### src/rtl/bmd_regs.svh
// Field positions, mode codes and constants of the branch/memory format decoder.
// Assumes a 32-bit instruction word with bit 31 as the most significant bit.
`ifndef BMD_REGS_SVH
`define BMD_REGS_SVH

`define BMD_WORD_W        32
`define BMD_OPC_HI        31
`define BMD_OPC_LO        24
`define BMD_F1_HI         23
`define BMD_F1_LO         19
`define BMD_F2_HI         18
`define BMD_F2_LO         14
`define BMD_M1_BIT        13
`define BMD_S2_BIT        0
`define BMD_COMPARE_BRANCH_FORMAT_DISP_HI  12
`define BMD_COMPARE_BRANCH_FORMAT_DISP_LO  2
`define BMD_CTRL_DISP_HI  23
`define BMD_CTRL_DISP_LO  2
`define BMD_SUBFORM_BIT   12
`define BMD_SHORT_MEMORY_SUBFORM_MODE_BIT 13
`define BMD_OFFSET_HI     11
`define BMD_OFFSET_LO     0
`define BMD_LONG_MEMORY_SUBFORM_MODE_HI  13
`define BMD_LONG_MEMORY_SUBFORM_MODE_LO  10
`define BMD_SCALE_HI      9
`define BMD_SCALE_LO      7
`define BMD_INDEX_HI      4
`define BMD_INDEX_LO      0
`define BMD_LIT_W         5
`define BMD_NUM_OPER      5
`define BMD_MODE_RIND     4'h4
`define BMD_MODE_IPDISP   4'h5
`define BMD_MODE_RSVD     4'h6
`define BMD_MODE_RINDX    4'h7
`define BMD_MODE_ABSDISP  4'hC
`define BMD_MODE_RDISP    4'hD
`define BMD_MODE_IDXDISP  4'hE
`define BMD_MODE_FULL     4'hF
`define BMD_SCALE_MAX     3'h4
`define BMD_IP_PIPE_ADJ   32'h0000_0008
`define BMD_RST_WORD      32'h0000_0000
`define BMD_RST_BYTE      8'h00

`endif

### src/rtl/bmd_pkg.sv
// Types shared by the branch/memory format decoder.
// Assumes the format class comes from the opcode predecode in fetch.
package bmd_pkg;

  typedef enum logic [1:0] {
    BMD_FMT_CTRL,
    BMD_FMT_COMPARE_BRANCH_FORMAT,
    BMD_FMT_MEM,
    BMD_FMT_OTHER
  } bmd_fmt_t;

  typedef enum logic [1:0] {
    BMD_LEN_NONE,
    BMD_LEN_ONE,
    BMD_LEN_TWO
  } bmd_len_t;

endpackage

### src/rtl/bmd_decoder.sv
// Decoder for compare-and-branch, control-transfer and memory format words.
// Assumes fetch presents the word, its address, the next word and register
// contents for base and index together, with format class from predecode.
//
// Summary of operation
// (RULE1) Compare-branch opcode is top eight bits
// (RULE2) First source literal when select bit set
// (RULE3) Second source always register; special bit reserved
// (RULE4) Compare-branch displacement signed, sign-extended words
// (RULE5) Target is address plus displacement times four
// (RULE6) Control-transfer opcode is top eight bits
// (RULE7) Extended transfers decode as memory format
// (RULE8) Control-transfer displacement signed, scaled like compare-branch
// (RULE9) Return ignores the displacement field
// (RULE10) Bit 12 selects short or long subform
// (RULE11) Source/destination field names data register group
// (RULE12) Short offset unsigned, never sign-extended
// (RULE13) Short mode 00: address is offset
// (RULE14) Short mode 10: base plus offset
// (RULE15) Long 0100 base; 0111 base plus scaled index
// (RULE16) Long 11xx modes add second-word displacement
// (RULE17) Long 0101: address plus displacement plus eight
// (RULE18) Second word is signed 32-bit displacement
// (RULE19) Long mode 0110 flags invalid opcode
// (RULE20) Scale codes 000-100 multiply by powers two
// (RULE21) Literal operand zero-extended five-bit value
// (RULE22) Codes 0-15 local, 16-31 global registers
// (RULE23) Report instruction length of one or two
// (RULE24) Reserved special-bit encoding flags invalid opcode
`include "bmd_regs.svh"

module bmd_decoder #(
  parameter int WORD_W = `BMD_WORD_W
) (
  // Clock, reset, enable
  input  wire logic                          core_clk,
  input  wire logic                          rstn,
  input  wire logic                          clk_en,
  // Fetch side
  input  wire logic                          in_valid,
  output logic                               in_ready,
  input  wire logic [WORD_W-1:0]             in_word,
  input  wire logic [WORD_W-1:0]             in_next_word,
  input  wire logic                          in_next_valid,
  input  wire logic [WORD_W-1:0]             in_ip,
  input  wire bmd_pkg::bmd_fmt_t             in_fmt,
  input  wire logic                          in_ext_xfer,
  input  wire logic                          in_is_ret,
  input  wire logic                          in_is_store,
  // Register contents for address generation
  input  wire logic [WORD_W-1:0]             base_val,
  input  wire logic [WORD_W-1:0]             index_val,
  // Execution side
  output logic                               out_valid,
  output bmd_pkg::bmd_fmt_t                  out_fmt,
  output logic [7:0]                         out_opcode,
  output bmd_pkg::bmd_len_t                  out_len,
  output logic                               out_first_source_field_is_lit,
  output logic [WORD_W-1:0]                  out_first_source_field_lit,
  output logic [`BMD_NUM_OPER*4-1:0]         out_reg_num,
  output logic [`BMD_NUM_OPER-1:0]           out_reg_glob,
  output logic                               out_store_data,
  output logic [WORD_W-1:0]                  out_target,
  output logic                               out_target_valid,
  output logic [WORD_W-1:0]                  out_ea,
  output logic                               out_ea_valid,
  output logic                               out_scale_rsvd,
  output logic                               out_invalid
);

  // Field extraction
  wire logic [7:0]           opcode      = in_word[`BMD_OPC_HI:`BMD_OPC_LO]; // RULE1 RULE6 RULE10
  wire logic [4:0]           fld1        = in_word[`BMD_F1_HI:`BMD_F1_LO];
  wire logic [4:0]           fld2        = in_word[`BMD_F2_HI:`BMD_F2_LO];
  wire logic [4:0]           fld_index   = in_word[`BMD_INDEX_HI:`BMD_INDEX_LO];
  wire logic                 lit_sel     = in_word[`BMD_M1_BIT];
  wire logic                 special_bit = in_word[`BMD_S2_BIT];
  wire logic                 long_sub    = in_word[`BMD_SUBFORM_BIT]; // RULE10
  wire logic                 short_memory_subform_base   = in_word[`BMD_SHORT_MEMORY_SUBFORM_MODE_BIT];
  wire logic [3:0]           long_memory_subform_mode   = in_word[`BMD_LONG_MEMORY_SUBFORM_MODE_HI:`BMD_LONG_MEMORY_SUBFORM_MODE_LO];
  wire logic [2:0]           scale       = in_word[`BMD_SCALE_HI:`BMD_SCALE_LO];
  wire logic [11:0]          offset      = in_word[`BMD_OFFSET_HI:`BMD_OFFSET_LO];

  // Format class; extended transfers arrive flagged and are steered to memory
  wire logic                 is_ctrl     = (in_fmt == bmd_pkg::BMD_FMT_CTRL) && !in_ext_xfer; // RULE7
  wire logic                 is_mem      = (in_fmt == bmd_pkg::BMD_FMT_MEM) || in_ext_xfer; // RULE7
  wire logic                 is_compare_branch_format     = (in_fmt == bmd_pkg::BMD_FMT_COMPARE_BRANCH_FORMAT) && !in_ext_xfer;
  wire bmd_pkg::bmd_fmt_t    fmt_eff     = is_mem ? bmd_pkg::BMD_FMT_MEM : in_fmt;

  // Branch displacements, sign-extended then scaled to bytes
  wire logic [WORD_W-1:0]    compare_branch_format_words  =
    WORD_W'(signed'(in_word[`BMD_COMPARE_BRANCH_FORMAT_DISP_HI:`BMD_COMPARE_BRANCH_FORMAT_DISP_LO])); // RULE4
  wire logic [WORD_W-1:0]    ctrl_words  =
    WORD_W'(signed'(in_word[`BMD_CTRL_DISP_HI:`BMD_CTRL_DISP_LO])); // RULE8
  wire logic [WORD_W-1:0]    br_words    = is_compare_branch_format ? compare_branch_format_words : ctrl_words;
  wire logic [WORD_W-1:0]    br_target   = in_ip + {br_words[WORD_W-3:0], 2'b00}; // RULE5 RULE8
  // Return takes its target from the frame, so the field is dropped
  wire logic                 tgt_ok      = is_compare_branch_format || (is_ctrl && !in_is_ret); // RULE9

  // Memory address generation
  wire logic [WORD_W-1:0]    disp        = in_next_word; // RULE18
  wire logic [WORD_W-1:0]    off_ext     = {{(WORD_W-12){1'b0}}, offset}; // RULE12
  // Reserved scale codes still shift; result is unpredictable by definition
  wire logic [WORD_W-1:0]    scaled_idx  = index_val << scale; // RULE20
  wire logic                 scale_rsvd  = scale > `BMD_SCALE_MAX; // RULE20
  wire logic                 mode_rsvd   = long_sub && (long_memory_subform_mode == `BMD_MODE_RSVD); // RULE19
  wire logic                 uses_index  = long_sub &&
    ((long_memory_subform_mode == `BMD_MODE_RINDX) || (long_memory_subform_mode == `BMD_MODE_IDXDISP) || (long_memory_subform_mode == `BMD_MODE_FULL));
  wire logic                 two_word    = is_mem && long_sub &&
    (long_memory_subform_mode[3] || (long_memory_subform_mode == `BMD_MODE_IPDISP)); // RULE16 RULE17
  wire logic                 second_first_source_field = is_compare_branch_format && special_bit; // RULE3 RULE24

  logic [WORD_W-1:0]         ea_calc;
  always_comb begin
    ea_calc = `BMD_RST_WORD;
    if (!long_sub) begin
      ea_calc = short_memory_subform_base ? base_val + off_ext : off_ext; // RULE13 RULE14
    end else begin
      unique case (long_memory_subform_mode)
        `BMD_MODE_RIND:    ea_calc = base_val; // RULE15
        `BMD_MODE_IPDISP:  ea_calc = in_ip + disp + `BMD_IP_PIPE_ADJ; // RULE17
        `BMD_MODE_RINDX:   ea_calc = base_val + scaled_idx; // RULE15
        `BMD_MODE_ABSDISP: ea_calc = disp; // RULE16
        `BMD_MODE_RDISP:   ea_calc = base_val + disp; // RULE16
        `BMD_MODE_IDXDISP: ea_calc = scaled_idx + disp; // RULE16
        `BMD_MODE_FULL:    ea_calc = base_val + scaled_idx + disp; // RULE16
        default:           ea_calc = `BMD_RST_WORD;
      endcase
    end
  end

  // Handshake: a two-word instruction waits for its displacement word
  wire logic                 take        = in_valid && in_ready;
  assign in_ready = clk_en && (!two_word || in_next_valid); // RULE23

  wire bmd_pkg::bmd_len_t    len_nxt     = two_word ? bmd_pkg::BMD_LEN_TWO : bmd_pkg::BMD_LEN_ONE; // RULE23
  wire logic                 invalid_nxt = (is_mem && mode_rsvd) || second_first_source_field; // RULE19 RULE24
  wire logic                 lit_nxt     = is_compare_branch_format && lit_sel; // RULE2
  wire logic [WORD_W-1:0]    lit_val_nxt = {{(WORD_W-`BMD_LIT_W){1'b0}}, fld1}; // RULE21

  // Operand selectors: first_source_field, second_source_field, src/dst, abase, index
  wire logic [4:0]           oper_code [`BMD_NUM_OPER];
  assign oper_code[0] = fld1;
  assign oper_code[1] = fld2; // RULE3
  assign oper_code[2] = fld1; // RULE11
  assign oper_code[3] = fld2;
  assign oper_code[4] = fld_index;

  logic [`BMD_NUM_OPER*4-1:0] reg_num_nxt;
  logic [`BMD_NUM_OPER-1:0]   reg_glob_nxt;
  genvar gi;
  generate
    for (gi = 0; gi < `BMD_NUM_OPER; gi++) begin : g_oper
      assign reg_num_nxt[gi*4 +: 4] = oper_code[gi][3:0]; // RULE22
      assign reg_glob_nxt[gi]       = oper_code[gi][4]; // RULE22
    end
  endgenerate

  // Output registers
  logic                      valid_r;
  bmd_pkg::bmd_fmt_t         fmt_r;
  logic [7:0]                opcode_r;
  bmd_pkg::bmd_len_t         len_r;
  logic                      lit_r;
  logic [WORD_W-1:0]         lit_val_r;
  logic [`BMD_NUM_OPER*4-1:0] reg_num_r;
  logic [`BMD_NUM_OPER-1:0]  reg_glob_r;
  logic                      store_r;
  logic [WORD_W-1:0]         target_r;
  logic                      target_ok_r;
  logic [WORD_W-1:0]         ea_r;
  logic                      ea_ok_r;
  logic                      scale_rsvd_r;
  logic                      invalid_r;

  always_ff @(posedge core_clk) begin
    if (!rstn) begin
      valid_r <= 1'b0;
    end else if (clk_en) begin
      valid_r <= take;
    end
  end

  always_ff @(posedge core_clk) begin
    if (!rstn) begin
      fmt_r        <= bmd_pkg::BMD_FMT_OTHER;
      opcode_r     <= `BMD_RST_BYTE;
      len_r        <= bmd_pkg::BMD_LEN_NONE;
      lit_r        <= 1'b0;
      lit_val_r    <= `BMD_RST_WORD;
      reg_num_r    <= '0;
      reg_glob_r   <= '0;
      store_r      <= 1'b0;
    end else if (clk_en && take) begin
      fmt_r        <= fmt_eff;
      opcode_r     <= opcode;
      len_r        <= len_nxt;
      lit_r        <= lit_nxt;
      lit_val_r    <= lit_val_nxt;
      reg_num_r    <= reg_num_nxt;
      reg_glob_r   <= reg_glob_nxt;
      store_r      <= is_mem && in_is_store; // RULE11
    end
  end

  always_ff @(posedge core_clk) begin
    if (!rstn) begin
      target_r     <= `BMD_RST_WORD;
      target_ok_r  <= 1'b0;
      ea_r         <= `BMD_RST_WORD;
      ea_ok_r      <= 1'b0;
      scale_rsvd_r <= 1'b0;
      invalid_r    <= 1'b0;
    end else if (clk_en && take) begin
      target_r     <= tgt_ok ? br_target : in_ip; // RULE9
      target_ok_r  <= tgt_ok;
      ea_r         <= is_mem ? ea_calc : `BMD_RST_WORD;
      ea_ok_r      <= is_mem && !mode_rsvd; // RULE19
      scale_rsvd_r <= is_mem && uses_index && scale_rsvd; // RULE20
      invalid_r    <= invalid_nxt;
    end
  end

  assign out_valid        = valid_r;
  assign out_fmt          = fmt_r;
  assign out_opcode       = opcode_r;
  assign out_len          = len_r;
  assign out_first_source_field_is_lit  = lit_r;
  assign out_first_source_field_lit     = lit_val_r;
  assign out_reg_num      = reg_num_r;
  assign out_reg_glob     = reg_glob_r;
  assign out_store_data   = store_r;
  assign out_target       = target_r;
  assign out_target_valid = target_ok_r;
  assign out_ea           = ea_r;
  assign out_ea_valid     = ea_ok_r;
  assign out_scale_rsvd   = scale_rsvd_r;
  assign out_invalid      = invalid_r;
endmodule // bmd_decoder

### config.mk
export PLATFORM = sky130hd
export DESIGN_NAME = bmd_decoder
export DESIGN_NICKNAME = d
export VERILOG_FILES = /design/src/rtl/bmd_pkg.sv /design/src/rtl/bmd_decoder.sv
export VERILOG_INCLUDE_DIRS = /design/src /design/src/rtl
export SDC_FILE = /design/constraint.sdc
export NUM_CORES = 1
export LEC_CHECK = 0
export ABC_AREA = 1
export BUFFER_PORTS_ARGS = -buffer_cell sky130_fd_sc_hd__buf_4
export CAP_MARGIN = 15
export CORE_ASPECT_RATIO = 0.5
export CORE_MARGIN = 2
export CORE_UTILIZATION = 45
export DETAILED_ROUTE_END_ITERATION = 8
export GPL_ROUTABILITY_DRIVEN = 0
export PLACE_DENSITY = 0.77
export SYNTH_ARGS = -nofsm -noshare
export SYNTH_HDL_FRONTEND = slang
export SYNTH_SLANG_ARGS = --single-unit
### constraint.sdc
create_clock -name core_clk -period 7.9 [get_ports core_clk]
set_input_delay 0 -clock core_clk [delete_from_list [all_inputs] [get_ports core_clk]]
set_output_delay 0 -clock core_clk [all_outputs]
set_load 0.02 [all_outputs]
==> metrics.md <==
| Metric | Value |
|---|---|
| Clock insertion delay at the later pin of the skew report | about 380 ps |
| WS Path Type | in -> reg |
| Failing checks | DRC |
| Fin Setup TNS | 0 ps |
| Detailed Route WL | between 60 and 70 mm |
| Slew Limit Fails | 0 |
| Layout cells sized above 1 | between 10% and 20% |
| Hold slack | around 14 ps |
| Layout Nets | 3127 |
| Area Overhead vs Synth | 19.1% |
| Vias in the first global route | 17100 |
| Max Root-Sink Buffers | 2 |
| Final count of hold timing violations | 0 |
| Synth Instances | 2540 |
| Drt via density | 5.91 |
| Critical Path Sink Type | register |
| Initial DRC Count | 2725 |
| Unique masters post-synth | between 60 and 70 |
| Post-synth top area share | 15.4% |
| Worst Setup SP | in_word[12] |
| GRT Overall Usage | 33.0% |
| Clock slew at reported path FFs | roughly 80 ps |
| Root Buffer Master | clkbuf_16 |
| Register-to-register setup slack | slightly above 7000 ps |
| Die W | 264 um |
| Post-DP HPWL | roughly 49 mm |
| Die boundary height | 134 um |
| Synth area leaders | nand2_1, ha_1, dfxtp_1 |
| Fin crit share | 69.6% |
| CP startpoint kind | primary input |
| Yosys reg bits | 98 |
| CTS Buf Count | 9 |
| DRC | 7 |
| Unrepaired setup endpoints after global routing | no |
| Maximum vdd drop | around 97 uV |
| Initial antenna violation count | 2 |
| Final min period | 5500 ps |
| FILL cells | 3330 |
| Die area | between 30000 and 40000 sq um |
| Post-synthesis cell area | 15200 sq um |
| Grt total ovfl | 0 |
| Final ANT Viol Nets | 0 |
| Post-CTS Setup Bufs | 0 |
| Largest net degree at the start of global routing | 64 |
| Worst setup path endpoint | out_ea[19] |
| First-pass GRT wire length | 92.7 mm |
| Max-cap violations | 0 |
| Worst Tran Pin Value | approximately 1200 ps |
| Worst hold path class | in -> reg |
| CP arrival | approximately 5800 ps |
| Sequential cell area | just under 2000 sq um |
| H-Tree Depth | 3 |
| Predominant post-synthesis flop cell | dfxtp_1 |
| YS warnings | 0 |
| Max Clock Freq | between 150 and 200 MHz |
| R2r endpoint | out_target[3] |
| Slew HR | 22.8% |
| Input/output buffers | 283 |
| Final setup fails | 0 |
| Crit Reg-Reg Startpoint | out_target[3] |
| Worst-case reg-to-reg path depth | 2 |
| Skew final | 0 ps |
| EDFF count, synth | 0 |
| Initial core utilization | approximately 46% |
| CP Data Required Time | roughly 8200 ps |
| Syn Area/Cell | roughly 6.0 sq um |
| CTS tree | done |
| Status | finished, violations left |
| Row count | 47 |
| PD cells | 130 nW/um^2 |
| Leak | around 0.0086 uW |
| Sink Count | 98 |
| Core footprint | 33200 sq um |
| Vias post-DR | around 19000 |
| First-pass DRT Iterations | 9 |
| CP Max Fanout | 27 |
| CTS resizes | 0 |
| Area leader, netlist | nand2_1 |
| Post-synthesis sequential area ratio | about an eighth |
| Async S/R FF share, synth | 0% |
| Routed length per instance | roughly 19 um |
| IO Pins | about 310 |
| Multi-input logic area | 11700 sq um |
-- synthesized netlist by cell type (4+ instances only) --
library cell	count
inv_1	256
o21ai_1	13
xor2_1	36
nand3_1	179
nand4_1	26
inv_2	12
o221ai_1	30
buf_2	14
buf_4	49
a211oi_1	4
xnor2_1	27
nand2_1	625
a21oi_2	6
o31ai_1	5
a21oi_1	299
nor2_1	177
o21bai_1	15
o21ai_0	192
nor2_2	5
nor4_1	14
nor3_1	31
or2_2	13
clkbuf_1	52
nand2_2	11
o211ai_1	39
a21boi_0	5
o21a_1	10
a21o_1	18
o21ai_2	10
nand3_2	4
dfxtp_1	98
buf_1	8
a31oi_1	19
o22ai_1	9
nand2_4	4
a221oi_1	9
ha_1	165
fa_1	5
-- final cells by class --
| cell class | instances | area share (%) |
|---|---|---|
| Multi-Input combinational cell | 2070 | 64.4 |
| Clock buffer | 9 | 1.24 |
| Antenna cell | 1 | 0.0138 |
| Clock inverter | 7 | 0.407 |
| Sequential cell | 98 | 10.8 |
| Tap cell | 441 | 3.04 |
| Inverter | 273 | 5.67 |
| Timing Repair Buffer | 335 | 14.4 |
-- registers in the layout (all words and copies together), names as in the netlist --
register and cells:
out_ea 32, out_ea_valid 1, out_first_source_field_is_lit 1, out_fmt 2
out_invalid 1, out_len 2, out_opcode 8, out_reg_glob 3
out_reg_num 12, out_scale_rsvd 1, out_store_data 1, out_target 32
out_target_valid 1, out_valid 1
-- logic make-up (layout without fill, tap and decap cells) --
kind of cell / after synthesis / count (layout) / share of synthesized area [%]
mux: 3 / 3 / 0.197
xor+xnor: 63 / 63 / 3.62
fa+ha+maj: 170 / 170 / 14.2
other cells: 1 / 28 / 0.0246
compound gates: 704 / 704 / 27.1
simple gates: 1103 / 1103 / 30.8
buf+inv: 398 / 624 / 11.3
flops: 98 / 98 / 12.9
-- per-layer routing --
| metal | up-vias | global-route usage, % | part of all wire (%) |
|---|---|---|---|
| li1 | 9129 | - | - |
| met4 | 4 | 12.6 | 4.7 |
| met3 | 217 | 10.7 | 14 |
| met1 | 8546 | 44.1 | 41 |
| met5 | - | 0 | 0.080 |
| met2 | 1218 | 49.2 | 41 |
-- where the power goes --
group          internal (uW)  switching [uW]
Sequential               518            14.1
Combinational            471             883
Clock                    224             242
Total                   1210            1140
-- critical path, cell delays in order --
cell	delay (ps)
buf_4	330
nand2_1	240
nor2_2	600
inv_2	330
nor2_1	480
clkinv_1	710
o221ai_1	500
inv_1	100
ha_1	370
nand2_1	110
nor3_1	260
nand3_1	150
nand3_1	250
a31oi_1	180
inv_1	120
nand2_1	60
nand2_1	140
nand2_1	100
nand2_1	100
xnor2_1	90
o211ai_1	160
nand3_1	190
a21oi_1	200
-- worst min-delay path by stage --
stage	start	end	slack, ps	depth (start not counted)
after global routing	in_ip[19]	out_target[19]	20	3
after CTS	in_ip[28]	out_target[28]	7	3
after global placement	in_word[31]	out_opcode[7]	250	3
final	in_ip[28]	out_target[28]	10	3
after floorplan	clk_en	in_ready	130	2
after detailed placement	in_is_store	out_store_data	260	3
-- per-stage QoR --
| stage | instance area [sq um] | total power [uW] | utilization [%] | cells | setup slack [ps] |
|---|---|---|---|---|---|
| finish | 18200 | 2350 | 54.6 | 3234 | 2400 |
| global placement | 17400 | 1810 | 52.4 | 3174 | 2540 |
| detailed placement | 17400 | 1820 | 52.4 | 3174 | 2390 |
| floorplan | 15300 | 1430 | - | 2566 | 3650 |
| global route | 18200 | 2490 | 54.6 | 3234 | 2060 |
| CTS | 18200 | 2300 | 54.6 | 3233 | 2780 |
-- what timing repair did --
item                                    in CTS  in global routing
endpoints found under the hold margin       49                  0
endpoints found under the setup margin       0                  0
hold buffers                                43                  0
-- cell usage in the layout, fill, tap and decap left out, drive strengths merged, types with 2 or more instances in the layout --
cell type / Yosys / routed
a2111oi: 3 / 3
o21bai: 16 / 16
nor4: 14 / 14
o2111a: 2 / 2
a211oi: 4 / 4
ha: 165 / 165
o21a: 10 / 10
o211ai: 39 / 39
o2111ai: 3 / 3
nor2: 184 / 184
xnor2: 27 / 27
o22ai: 9 / 9
nor3: 33 / 33
a21oi: 306 / 306
nand3: 183 / 183
fa: 5 / 5
inv: 270 / 273
nand3b: 3 / 3
xor2: 36 / 36
a31oi: 20 / 20
a221oi: 10 / 10
a21o: 18 / 18
mux2i: 3 / 3
dfxtp: 98 / 98
nand2: 640 / 640
nand4: 26 / 26
clkinv: 3 / 7
conb: 1 / 27
or2: 17 / 17
dlygate4sd3: 0 / 43
a21boi: 7 / 7
buf: 73 / 292
o31ai: 6 / 6
o221ai: 30 / 30
clkbuf: 52 / 9
o21ai: 215 / 215
Note: power is estimated with default switching activity, not from simulation.
